<file path="src/shared/lsp_pkg.sv">
// package for the line synchronization protection monitor
// assumes measurements arrive as unsigned scaled integers on core_clk
package lsp_pkg;
    // fault numbers as reported on the fault code port
    localparam logic [7:0] LSP_CODE_NONE   = 8'h00;
    localparam logic [7:0] LSP_CODE_BOTH   = 8'h50; // 80
    localparam logic [7:0] LSP_CODE_CAN    = 8'h51; // 81
    localparam logic [7:0] LSP_CODE_FREQ   = 8'h52; // 82
    localparam logic [7:0] LSP_CODE_VOLT   = 8'h53; // 83
    localparam logic [7:0] LSP_CODE_CURR   = 8'h54; // 84
    localparam logic [7:0] LSP_CODE_DCLOW  = 8'h55; // 85
    localparam logic [7:0] LSP_CODE_ACLOW  = 8'h56; // 86
    localparam logic [7:0] LSP_CODE_BYPASS = 8'h57; // 87
    // fault bit positions in the latched fault vector
    localparam int LSP_F_BOTH   = 0;
    localparam int LSP_F_CAN    = 1;
    localparam int LSP_F_FREQ   = 2;
    localparam int LSP_F_VOLT   = 3;
    localparam int LSP_F_CURR   = 4;
    localparam int LSP_F_DCLOW  = 5;
    localparam int LSP_F_ACLOW  = 6;
    localparam int LSP_F_BYPASS = 7;
    localparam int LSP_NFAULT   = 8;
    // line frequency window in 0.01 Hz units (exclusive bounds)
    localparam logic [15:0] LSP_FREQ_MIN = 16'h09C4; // 25.00 Hz
    localparam logic [15:0] LSP_FREQ_MAX = 16'h1D4C; // 75.00 Hz
    // percentage thresholds
    localparam logic [7:0] LSP_VOLT_PCT = 8'h5A; // 90 %
    localparam logic [7:0] LSP_CURR_PCT = 8'h0F; // 15 %
    localparam logic [7:0] LSP_PCT_FULL = 8'h64; // 100 %
    // dc-low response selections
    typedef enum logic [1:0] {
        LSP_RESP_NONE  = 2'b00,
        LSP_RESP_WARN  = 2'b01,
        LSP_RESP_FAULT = 2'b10
    } lsp_resp_t;
endpackage

</file>
<file path="src/hw/lsp_monitor.sv">
// line synchronization protection monitor: latches faults 80..87,
// forces contactors open and gates the changeover to the mains
// assumes measurements and commands are synchronous to core_clk;
// interlock and stop inputs are pins and are synchronised here
`timescale 1ns/1ps
`default_nettype none
module lsp_monitor
    import lsp_pkg::*;
#(
    parameter int NCONT = 4 // number of contactor outputs
) (
    input  wire logic              core_clk,
    input  wire logic              sys_rst,
    input  wire logic              modulating,
    input  wire logic              fb_in_use,
    input  wire logic              fb_converter_side_closed,
    input  wire logic              fb_net_closed,
    input  wire logic              can_link_ok,
    input  wire logic [15:0]       line_freq,
    input  wire logic [15:0]       line_volt,
    input  wire logic [15:0]       motor_nom_volt,
    input  wire logic [15:0]       motor_current,
    input  wire logic [15:0]       motor_nom_current,
    input  wire logic              converter_side_ctrl,
    input  wire logic [15:0]       dc_volt,
    input  wire logic [15:0]       dc_low_limit,
    input  wire logic [1:0]        dc_low_resp,
    input  wire logic [15:0]       line_rms,
    input  wire logic [15:0]       line_rms_limit,
    input  wire logic              interlock_ok_pin,
    input  wire logic              estop_pin,
    input  wire logic              safety_pin,
    input  wire logic [NCONT-1:0]  contactor_cmd,
    input  wire logic              sync_req,
    input  wire logic              fault_reset,
    output logic [NCONT-1:0]       contactor_out,
    output logic                   stop_modulation,
    output logic                   sync_permit,
    output logic                   changeover_permit,
    output logic [LSP_NFAULT-1:0]  faults,
    output logic                   dc_low_warning,
    output logic [7:0]             fault_code
);
    // elaboration check: contactor word must exist and fit a byte
    if (NCONT < 1 || NCONT > 8) begin : g_bad_ncont
        $error("lsp_monitor: NCONT must be 1..8");
    end

    // percentage compare: value*100 < ref*pct, 24 bits keep products exact
    function automatic logic below_pct(input logic [15:0] val,
                                       input logic [15:0] nom,
                                       input logic [7:0]  pct);
        logic [23:0] lhs;
        logic [23:0] rhs;
        lhs = 24'(val) * 24'(LSP_PCT_FULL);
        rhs = 24'(nom) * 24'(pct);
        return lhs < rhs;
    endfunction

    // all module state in one record
    typedef struct packed {
        logic [2:0]            ilk_sync;   // interlock synchroniser
        logic [2:0]            estop_sync; // emergency stop synchroniser
        logic [2:0]            safe_sync;  // safety input synchroniser
        logic                  ilk_ok;     // filtered interlock level
        logic                  estop;      // filtered stop level
        logic                  safe;       // filtered safety level
        logic [LSP_NFAULT-1:0] flt;        // latched faults
        logic                  warn;       // dc-low warning, self clearing
        logic [NCONT-1:0]      cout;       // contactor outputs
        logic                  stop;       // stop modulation
        logic                  sperm;      // sync permitted
        logic                  cperm;      // changeover permitted
        logic [7:0]            code;       // lowest active fault number
    } lsp_state_t;

    lsp_state_t st_r;   // registered state
    lsp_state_t st_nxt; // next state

    // live conditions, evaluated from current inputs
    logic cond_both;  // contactors both closed while running
    logic cond_freq;  // frequency outside window
    logic cond_volt;  // line voltage under 90 %
    logic cond_curr;  // current under 15 % while converter side
    logic cond_dc;    // dc-link under limit
    logic cond_ac;    // line rms under limit
    logic word_zero;  // no online contactor commanded
    logic force_open; // any reason to drop every contactor

    always_comb begin
        cond_both = fb_in_use && modulating && fb_converter_side_closed && fb_net_closed;
        cond_freq = !(line_freq > LSP_FREQ_MIN && line_freq < LSP_FREQ_MAX);
        cond_volt = below_pct(line_volt, motor_nom_volt, LSP_VOLT_PCT);
        cond_curr = converter_side_ctrl && below_pct(motor_current, motor_nom_current, LSP_CURR_PCT);
        cond_dc   = dc_volt < dc_low_limit;
        cond_ac   = line_rms < line_rms_limit;
        word_zero = contactor_cmd == '0;
    end

    // next-state logic: set beats reset in the same cycle
    always_comb begin
        logic [LSP_NFAULT-1:0] set_v;
        logic [LSP_NFAULT-1:0] clr_v;
        set_v  = '0;
        clr_v  = '0;
        st_nxt = st_r;
        // three-stage synchronisers; only stages 2 and 3 are compared
        st_nxt.ilk_sync   = {st_r.ilk_sync[1:0], interlock_ok_pin};
        st_nxt.estop_sync = {st_r.estop_sync[1:0], estop_pin};
        st_nxt.safe_sync  = {st_r.safe_sync[1:0], safety_pin};
        if (st_r.ilk_sync[2] == st_r.ilk_sync[1]) begin
            st_nxt.ilk_ok = st_r.ilk_sync[2];
        end
        if (st_r.estop_sync[2] == st_r.estop_sync[1]) begin
            st_nxt.estop = st_r.estop_sync[2];
        end
        if (st_r.safe_sync[2] == st_r.safe_sync[1]) begin
            st_nxt.safe = st_r.safe_sync[2];
        end
        // fault sets
        set_v[LSP_F_BOTH]   = cond_both;
        set_v[LSP_F_CAN]    = !can_link_ok;
        set_v[LSP_F_FREQ]   = sync_req && cond_freq;
        set_v[LSP_F_VOLT]   = sync_req && cond_volt;
        set_v[LSP_F_CURR]   = sync_req && cond_curr;
        set_v[LSP_F_DCLOW]  = cond_dc && dc_low_resp == LSP_RESP_FAULT;
        set_v[LSP_F_ACLOW]  = cond_ac;
        set_v[LSP_F_BYPASS] = !st_r.ilk_ok;
        // clears; can loss is not cleared by fault_reset, only by sys_rst
        if (fault_reset) begin
            clr_v[LSP_F_BOTH]   = 1'b1;
            clr_v[LSP_F_FREQ]   = 1'b1;
            clr_v[LSP_F_VOLT]   = 1'b1;
            clr_v[LSP_F_CURR]   = 1'b1;
            clr_v[LSP_F_DCLOW]  = word_zero;
            clr_v[LSP_F_ACLOW]  = word_zero;
            clr_v[LSP_F_BYPASS] = word_zero;
        end
        st_nxt.flt  = set_v | (st_r.flt & ~clr_v);
        // warning follows the condition, so it clears by itself
        st_nxt.warn = cond_dc && dc_low_resp == LSP_RESP_WARN;
        // contactors drop for can loss, dc low, ac low, interlock, stops
        force_open = st_nxt.flt[LSP_F_CAN] || st_nxt.flt[LSP_F_DCLOW] || st_nxt.warn
                   || st_nxt.flt[LSP_F_ACLOW] || st_nxt.flt[LSP_F_BYPASS]
                   || st_r.estop || st_r.safe;
        st_nxt.cout  = force_open ? '0 : contactor_cmd;
        st_nxt.stop  = st_nxt.flt[LSP_F_BOTH];
        st_nxt.sperm = sync_req && !cond_freq && !cond_volt && st_nxt.flt == '0;
        st_nxt.cperm = st_nxt.sperm && !cond_curr;
        // report lowest numbered active fault
        st_nxt.code = LSP_CODE_NONE;
        for (int i = LSP_NFAULT - 1; i >= 0; i--) begin
            if (st_nxt.flt[i]) begin
                st_nxt.code = LSP_CODE_BOTH + 8'(i);
            end
        end
    end

    // register; interlock filter starts "ok" so reset does not raise 87
    always_ff @(posedge core_clk) begin
        if (sys_rst) begin
            st_r          <= '0;
            st_r.ilk_sync <= 3'b111;
            st_r.ilk_ok   <= 1'b1;
        end else begin
            st_r <= st_nxt;
        end
    end

    // outputs straight from flip-flops
    assign contactor_out     = st_r.cout;
    assign stop_modulation   = st_r.stop;
    assign sync_permit       = st_r.sperm;
    assign changeover_permit = st_r.cperm;
    assign faults            = st_r.flt;
    assign dc_low_warning    = st_r.warn;
    assign fault_code        = st_r.code;

    // both-closed while running stops modulation next cycle
    a_both_stop: assert property (@(posedge core_clk) disable iff (sys_rst)
        cond_both |=> stop_modulation && faults[LSP_F_BOTH])
        else $error("both-closed did not stop modulation");
    // no both-closed fault without feedback in use
    a_both_gate: assert property (@(posedge core_clk) disable iff (sys_rst)
        $rose(faults[LSP_F_BOTH]) |-> $past(fb_in_use))
        else $error("both-closed fault without feedback in use");
    // can fault clears only on sys_rst and keeps contactors open
    a_can_latch: assert property (@(posedge core_clk) disable iff (sys_rst)
        faults[LSP_F_CAN] |=> faults[LSP_F_CAN] && contactor_out == '0)
        else $error("can fault cleared or contactors on");
    // out-of-window frequency never permits sync
    a_freq_win: assert property (@(posedge core_clk) disable iff (sys_rst)
        sync_req && cond_freq |=> !sync_permit && faults[LSP_F_FREQ])
        else $error("sync permitted outside frequency window");
    // low line voltage refuses sync
    a_volt_low: assert property (@(posedge core_clk) disable iff (sys_rst)
        sync_req && cond_volt |=> !sync_permit && faults[LSP_F_VOLT])
        else $error("sync permitted at low voltage");
    // low current refuses changeover
    a_curr_low: assert property (@(posedge core_clk) disable iff (sys_rst)
        sync_req && cond_curr |=> !changeover_permit && faults[LSP_F_CURR])
        else $error("changeover permitted at low current");
    // dc low with warning or fault response opens every contactor; code 3 acts as none
    a_dc_open: assert property (@(posedge core_clk) disable iff (sys_rst)
        cond_dc && (dc_low_resp == LSP_RESP_FAULT || dc_low_resp == LSP_RESP_WARN) |=> contactor_out == '0)
        else $error("dc low left contactors closed");
    // dc fault reset refused while any contactor commanded
    a_dc_reset: assert property (@(posedge core_clk) disable iff (sys_rst)
        faults[LSP_F_DCLOW] && !word_zero |=> faults[LSP_F_DCLOW])
        else $error("dc fault cleared with nonzero word");
    // no response setting never raises 85
    a_dc_none: assert property (@(posedge core_clk) disable iff (sys_rst)
        dc_low_resp == LSP_RESP_NONE && !faults[LSP_F_DCLOW] |=> !faults[LSP_F_DCLOW])
        else $error("dc fault raised with no response");
    // ac low opens contactors and holds until zero word reset
    a_ac_low: assert property (@(posedge core_clk) disable iff (sys_rst)
        cond_ac |=> faults[LSP_F_ACLOW] && contactor_out == '0)
        else $error("ac low not handled");
    // interlock loss reaches outputs within five cycles
    a_ilk_open: assert property (@(posedge core_clk) disable iff (sys_rst)
        !interlock_ok_pin [*4] |=> ##[0:2] contactor_out == '0)
        else $error("interlock loss left contactors closed");
    // stop inputs force open
    a_stop_open: assert property (@(posedge core_clk) disable iff (sys_rst)
        st_r.estop || st_r.safe |=> contactor_out == '0)
        else $error("stop input left contactors closed");
    // a latched fault stays without reset
    a_latch_hold: assert property (@(posedge core_clk) disable iff (sys_rst)
        faults[LSP_F_FREQ] && !fault_reset |=> faults[LSP_F_FREQ])
        else $error("fault cleared without reset");

    c_sync_ok:   cover property (@(posedge core_clk) disable iff (sys_rst) changeover_permit);
    c_both:      cover property (@(posedge core_clk) disable iff (sys_rst) $rose(stop_modulation));
    c_dc_warn:   cover property (@(posedge core_clk) disable iff (sys_rst) $fell(dc_low_warning));
    c_ilk_clear: cover property (@(posedge core_clk) disable iff (sys_rst) $fell(faults[LSP_F_BYPASS]));
endmodule // lsp_monitor
`default_nettype wire

</file>
<file path="config.mk">
export PLATFORM = sky130hd
export DESIGN_NAME = lsp_monitor
export DESIGN_NICKNAME = d
export VERILOG_FILES = /design/src/shared/lsp_pkg.sv /design/src/hw/lsp_monitor.sv
export SDC_FILE = /design/constraint.sdc
export NUM_CORES = 1
export LEC_CHECK = 0
export BUFFER_PORTS_ARGS = -buffer_cell sky130_fd_sc_hd__clkbuf_2
export CELL_PAD_IN_SITES_DETAIL_PLACEMENT = 2
export CELL_PAD_IN_SITES_GLOBAL_PLACEMENT = 2
export CORE_MARGIN = 10
export CORE_UTILIZATION = 34
export DETAILED_ROUTE_END_ITERATION = 6
export GPL_TIMING_DRIVEN = 0
export PLACE_DENSITY = 0.91
export SLEW_MARGIN = 5
export SYNTH_ARGS = -nofsm -noshare
export SYNTH_HDL_FRONTEND = slang
export SYNTH_SLANG_ARGS = --single-unit
</file>
<file path="constraint.sdc">
create_clock -name core_clk -period 8.11 [get_ports core_clk]
set_clock_uncertainty 0.15 [all_clocks]
set_input_delay 1.622 -clock core_clk [delete_from_list [all_inputs] [get_ports core_clk]]
set_output_delay 1.622 -clock core_clk [all_outputs]
set_load 0.005 [all_outputs]
</file>
---- Word level (Yosys, flattened, before mapping) ----
Cells that the tools add are included.
word-level totals
  register bits after elaboration ......... 36
  bits of input ports ..................... 163
cells by class
  multipliers ............................. 4
  $lt $le $gt $ge ......................... 6
  equality and inequality tests ........... 5
  mux-type cells .......................... 10
  bitwise operators ....................... 3
  reduce and logical (&&, ||, !) cells .... 32
operator list
  kind                                                             number
  2-to-1 mux 7 bit                                                 8
  multiplier 16 x 5 -> 21 bit, second input constant               2
  less-than comparator 16 bit                                      2
  less-than comparator 23 x 20 -> 1 bit                            1
  less-than comparator 23 bit                                      1
  multiplier 16 x 6 -> 22 bit, second input constant               1
  multiplier 16 x 4 -> 20 bit, second input constant               1
  greater-than comparator 16 x 12 -> 1 bit, second input constant  1
  less-than comparator 16 x 13 -> 1 bit, second input constant     1
  logical AND 1 bit                                                14
  bitwise AND 8 bit                                                1
  logical NOT 8 bit                                                1
  inverter 8 bit                                                   1
  OR 8 bit                                                         1
  OR reduction 8 bit                                               1
  logical OR 1 bit                                                 6
  2-to-1 mux 6 bit                                                 1
  logical NOT 1 bit                                                5
  OR reduction 5 bit                                               1
  logical NOT 4 bit                                                1
  OR reduction 2 bit                                               2
  equality test 1 bit                                              3
  OR reduction 3 bit                                               1
  equality test 2 x 1 -> 1 bit, second input constant              1
  other kinds (2)                                                  2

---- Logic depth before layout (Yosys ltp) ----
  word-level depth ........................ 13
  gate-level depth with buffers ........... 24
  gate-level depth less buffers ........... 24

---- Worst setup path before layout ----
No wires, ideal clock.
  path kind ............................... input to register
  start ................................... in motor_nom_current[3]
  end ..................................... reg st_r, in the netlist fault_code[0]
  library setup time ...................... 0.122 ns
  arrival time ............................ 6.339 ns
  required time ........................... 7.838 ns
  slack ................................... 1.499 ns
  stages .................................. 21
  path buffers ............................ 0
  path through ............................ inv_1 -> fa_1 -> fa_1 -> inv_1 -> ha_1 -> nor2b_1 -> o21a_1 -> o21ai_0 -> a21oi_1 -> o31ai_1 -> a211oi_1 -> a211o_1 -> ha_1 -> a21o_1 -> a21o_1 -> a21o_1 -> a221o_1 -> a221o_1 -> a211oi_2 -> a2111oi_2 -> o311a_1
on the way
  longest elaborated chain between the ends .. 9
RTL lines
  element                                line                RTL
  start: declaration                     lsp_monitor.sv:23   input wire logic [15:0] motor_nom_current,
  multiplier 16 x 4 -> 20 bit            lsp_monitor.sv:56   rhs = 24'(nom) * 24'(pct);
  less-than comparator 23 x 20 -> 1 bit  lsp_monitor.sv:57   return lhs < rhs;
  logical AND 1 bit                      lsp_monitor.sv:94   cond_curr = converter_side_ctrl && below_pct(motor_current, motor_nom_current, LSP_CURR_PCT);
  logical AND 1 bit                      lsp_monitor.sv:125  set_v[LSP_F_CURR] = sync_req && cond_curr;
  OR 8 bit                               lsp_monitor.sv:139  st_nxt.flt = set_v | (st_r.flt & ~clr_v);
  2-to-1 mux 7 bit (4 in series)         lsp_monitor.sv:153  if (st_nxt.flt[i]) begin
  end signal: assignment                 lsp_monitor.sv:166  st_r <= st_nxt;
  end: declaration                       lsp_monitor.sv:77   lsp_state_t st_r;
Every way passes these cells.
A chain may end at the register's enable or synchronous reset.

---- Worst setup path after layout ----
  start ................................... in motor_nom_volt[7]
  end ..................................... reg st_r, in the netlist fault_code[4]
on the way
  longest elaborated chain between the ends .. 8
RTL lines
  element                         line                RTL
  start: declaration              lsp_monitor.sv:21   input wire logic [15:0] motor_nom_volt,
  multiplier 16 x 6 -> 22 bit     lsp_monitor.sv:56
  less-than comparator 23 bit     lsp_monitor.sv:57
  logical AND 1 bit               lsp_monitor.sv:124  set_v[LSP_F_VOLT] = sync_req && cond_volt;
  OR 8 bit                        lsp_monitor.sv:139
  2-to-1 mux 7 bit (4 in series)  lsp_monitor.sv:153
Every way passes these cells.

==> run_results.csv <==
group,metric,value,unit
status,outcome,"complete, no violations",
drt,drt_iter0_markers,164,
drt,route.detailed.drc,0,
drt,via_count,8423,
grt,grt_pass1_wl,48.9,mm
cells_and_area,drive_gt1_share,17.3,%
floorplan,die_area,34500,um2
timing,period_share,91.7,%
timing,slew_headroom,61.2,%
floorplan,initial_core_util,34.6,%
cells_and_area,nFillCells,3146,
power_and_ir_drop,p_per_area,198,nW/um2
logic_synthesis,synth-seq-cells,31,
hold_path,hp-class,"flip-flop to flip-flop",
cells_and_area,layout_common_cells,"266 x inv_1, 238 x ha_1, 183 x clkbuf_2",
cells_and_area,layout.nets,1798,
timing,rsz0062_at_grt,"false",
drt,wl_per_cell,18.3,um
logic_synthesis,yosysTopAreaCellShare,31.9,%
floorplan,core,27000,um2
setup_path,worstPathRequired,8.06,ns
drt,routed_via_density,5.06,
cells_and_area,multiInputGateArea,7590,um2
logic_synthesis,postSynthCellCount,1128,
logic_synthesis,synth_area_leaders,"ha_1 32%, fa_1 16%, inv_1 11%, dfxtp_1 6.6%, a21oi_1 3.7%",
cells_and_area,mostFrequentLayoutCell,"inv_1",
timing,period_needed,7.44,ns
cells_and_area,syn2layout_area_growth,16.1,%
setup_path,crit_arrival,7.38,ns
timing,fmax,134,MHz
grt,grt_max_degree,11,
drt,drt_first_pass_iters,4,
timing,final_max_slew_viol_count,0,
setup_path,reg2reg_slack,6.15,ns
flow_run,cap_violations,0,
logic_synthesis,ys_seq_area_share,6.64,%
timing,fin_tns_setup,0,ns
cts,path_clk_slew,0.05,ns
setup_path,cp-end-kind,"flip-flop",
grt,track_usage,17.3,%
power_and_ir_drop,leakage,6.13,nW
logic_synthesis,synth_ff_type,"dfxtp_1",
cts,cts_tree,"yes",
hold_path,min_to,"st_nxt[35]$_SDFF_PP1_",
logic_synthesis,yosysWarnings,0,
floorplan,num_rows,60,
cts,cts_buffers,5,
drt,drtAntennaViolNets,0,
grt,grt_pass1_vias,9896,
floorplan,num_io_pins,187,
setup_path,worstSetupPathType,"input port to flip-flop",
placement,io_buffers,183,
logic_synthesis,yosys.area.top_type,"ha_1",
timing,whs,0.261,ns
cts,cts.sink_count,31,
grt,grt_overflow_total,0,
logic_synthesis,netlist_area,9350,um2
timing,setup_violations,0,
cts,cts_buffer_depth,2,
setup_path,cp-start-kind,"input port",
power_and_ir_drop,ir_worst_vdd,0.0665,mV
setup_path,regToRegStartpoint,"st_r[26]$_SDFFE_PP1N_",
setup_path,rr_worst_depth,4,
cts,cts_max_level,2,
hold_path,min_from,"st_nxt[34]$_SDFF_PP1_",
logic_synthesis,netlist-cell-type-count,58,
cts,cts_root_buf,"clkbuf_16",
logic_synthesis,synth_edf_count,0,
timing,hold_viol_final,0,
timing,tightestPinTransition,0.582,ns
logic_synthesis,syn_avg_cell_area,8.29,um2
drt,finalWirelength,30.4,mm
floorplan,die_y,186,um
floorplan,dieWidth,186,um
setup_path,crit_fanout,4,
setup_path,regToRegEndpoint,"fault_code[4]$_SDFF_PP0_",
cts,clkLatencyLatePin,0.27,ns
cts,post-cts-setup-buffers,0,
grt,antenna_found_initial,2,
placement,hpwl,28.4,mm
placement,gp_congestion,0.821,
logic_synthesis,async_reset_ff_share,0,%
cells_and_area,layout.area.seq,621,um2
hold_path,holdPathStages,1,
[metrics by stage]
step           cells  instance area, um2  power [mW]  worst slack [ns]  util, %
2_1_floorplan   1130                9360        1.47              1.50        -
3_3_place_gp    1654               10700        1.80             0.200     39.6
3_5_place_dp    1654               10700        1.99            -0.118     39.6
4_1_cts         1662               10800        2.18             0.150     40.1
5_1_grt         1662               10800        2.43            0.0255     40.1
6_report        1664               10900        2.14             0.672     40.1
[report_power, final]
part | internal, mW | leakage (nW) | switching [mW] | total (mW)
clock | 0.112 | 0.0734 | 0.0633 | 0.175
sequential | 0.161 | 0.254 | 0.00367 | 0.165
combinational | 0.791 | 5.80 | 1.01 | 1.81
total | 1.06 | 6.13 | 1.08 | 2.14
[cell usage after synthesis (2+ instances only)]
master,instances
a31o_2,2
nand4_1,9
nor4b_1,2
a2111oi_0,3
or4_1,2
o31ai_1,4
o211ai_1,4
and3_1,9
a21boi_0,2
o22ai_1,3
xnor2_1,32
o211ai_2,2
nor3b_1,2
a21o_1,28
o31a_1,5
ha_1,238
o21ai_0,39
xor2_1,22
a311oi_1,2
nor2_1,53
nand3_1,20
nand2_1,36
buf_4,20
nor4_1,8
a211o_1,5
nor2b_1,23
and4_1,2
or2_2,7
a211oi_1,12
a31oi_1,3
fa_1,77
o311ai_0,3
o21a_1,10
a41oi_1,5
nand2b_1,11
dfxtp_1,31
inv_1,266
and2_1,5
or3_1,6
nor3_1,22
a221o_1,2
o21bai_1,5
a21oi_1,70
clkbuf_1,2
[kinds of logic (layout without fill, tap and decap cells)]
| group | count (synthesis) | after routing | share of synthesized area [%] |
|---|---|---|---|
| other | 1 | 5 | 0.0401 |
| AOI/OAI and AO/OA | 220 | 220 | 15.5 |
| DFF | 31 | 31 | 6.64 |
| xor gates and xnor gates | 54 | 54 | 5.06 |
| adders and majority gates | 315 | 315 | 48.3 |
| and+or+nand+nor | 219 | 219 | 12.0 |
| buffers and inverters | 288 | 479 | 12.4 |
[worst max path at each step]
stage                                     from                  endpoint  slack, ns  cells past startpoint
after floorplan           motor_nom_current[3]  fault_code[0]$_SDFF_PP0_       1.50                     21
after global placement       motor_nom_volt[6]  fault_code[4]$_SDFF_PP0_       0.20                     22
after detailed placement     motor_nom_volt[7]  fault_code[4]$_SDFF_PP0_      -0.12                     24
after CTS                    motor_nom_volt[7]  fault_code[4]$_SDFF_PP0_       0.15                     24
after global routing         motor_nom_volt[7]  fault_code[4]$_SDFF_PP0_       0.03                     22
final                        motor_nom_volt[7]  fault_code[4]$_SDFF_PP0_       0.67                     22
[worst max-delay path: stages]
cell,delay (ns)
clkbuf_2,0.09
ha_1,0.35
fa_1,0.61
inv_1,0.10
fa_1,0.53
inv_1,0.06
ha_1,0.34
o21a_1,0.20
o21ai_0,0.22
a21oi_1,0.11
o31ai_1,0.47
a211oi_1,0.21
o21ai_0,0.19
nor3b_1,0.25
ha_1,0.21
nand3_1,0.15
nor4_1,0.40
inv_1,0.11
a211o_1,0.33
a41oi_1,0.38
and2_1,0.26
a41oi_1,0.19
[registers in the layout, indices dropped and copies added (netlist names)]
signal             flops
changeover_permit      1
fault_code             4
faults                 8
st_nxt                 6
sync_permit            1
contactor_out          4
st_r                   6
dc_low_warning         1
[layer usage]
layer	track usage, %	wire (um)	up-vias
li1	-	-	4150
met2	35.0	16400	169
met3	2.30	1280	42
met1	18.4	12100	4060
met5	0	12	-
met4	3.77	588	2
[repair_timing]
item / CTS / global route
hold buffers: 0 / 0
resized for setup: 0 / 2
endpoints found under the setup margin: 0 / 6
[final cells by class]
cell class | instances | area share [%]
diodes | 2 | 0.0461
plain buffers | 22 | 1.45
clock buffers | 5 | 1.15
clock inverters | 3 | 0.138
inverters | 266 | 9.20
multi-input cells | 811 | 69.9
flip-flops and latches | 31 | 5.72
well taps | 341 | 3.93
repair buffers | 183 | 8.44
(Power assumes the default switching activity.)
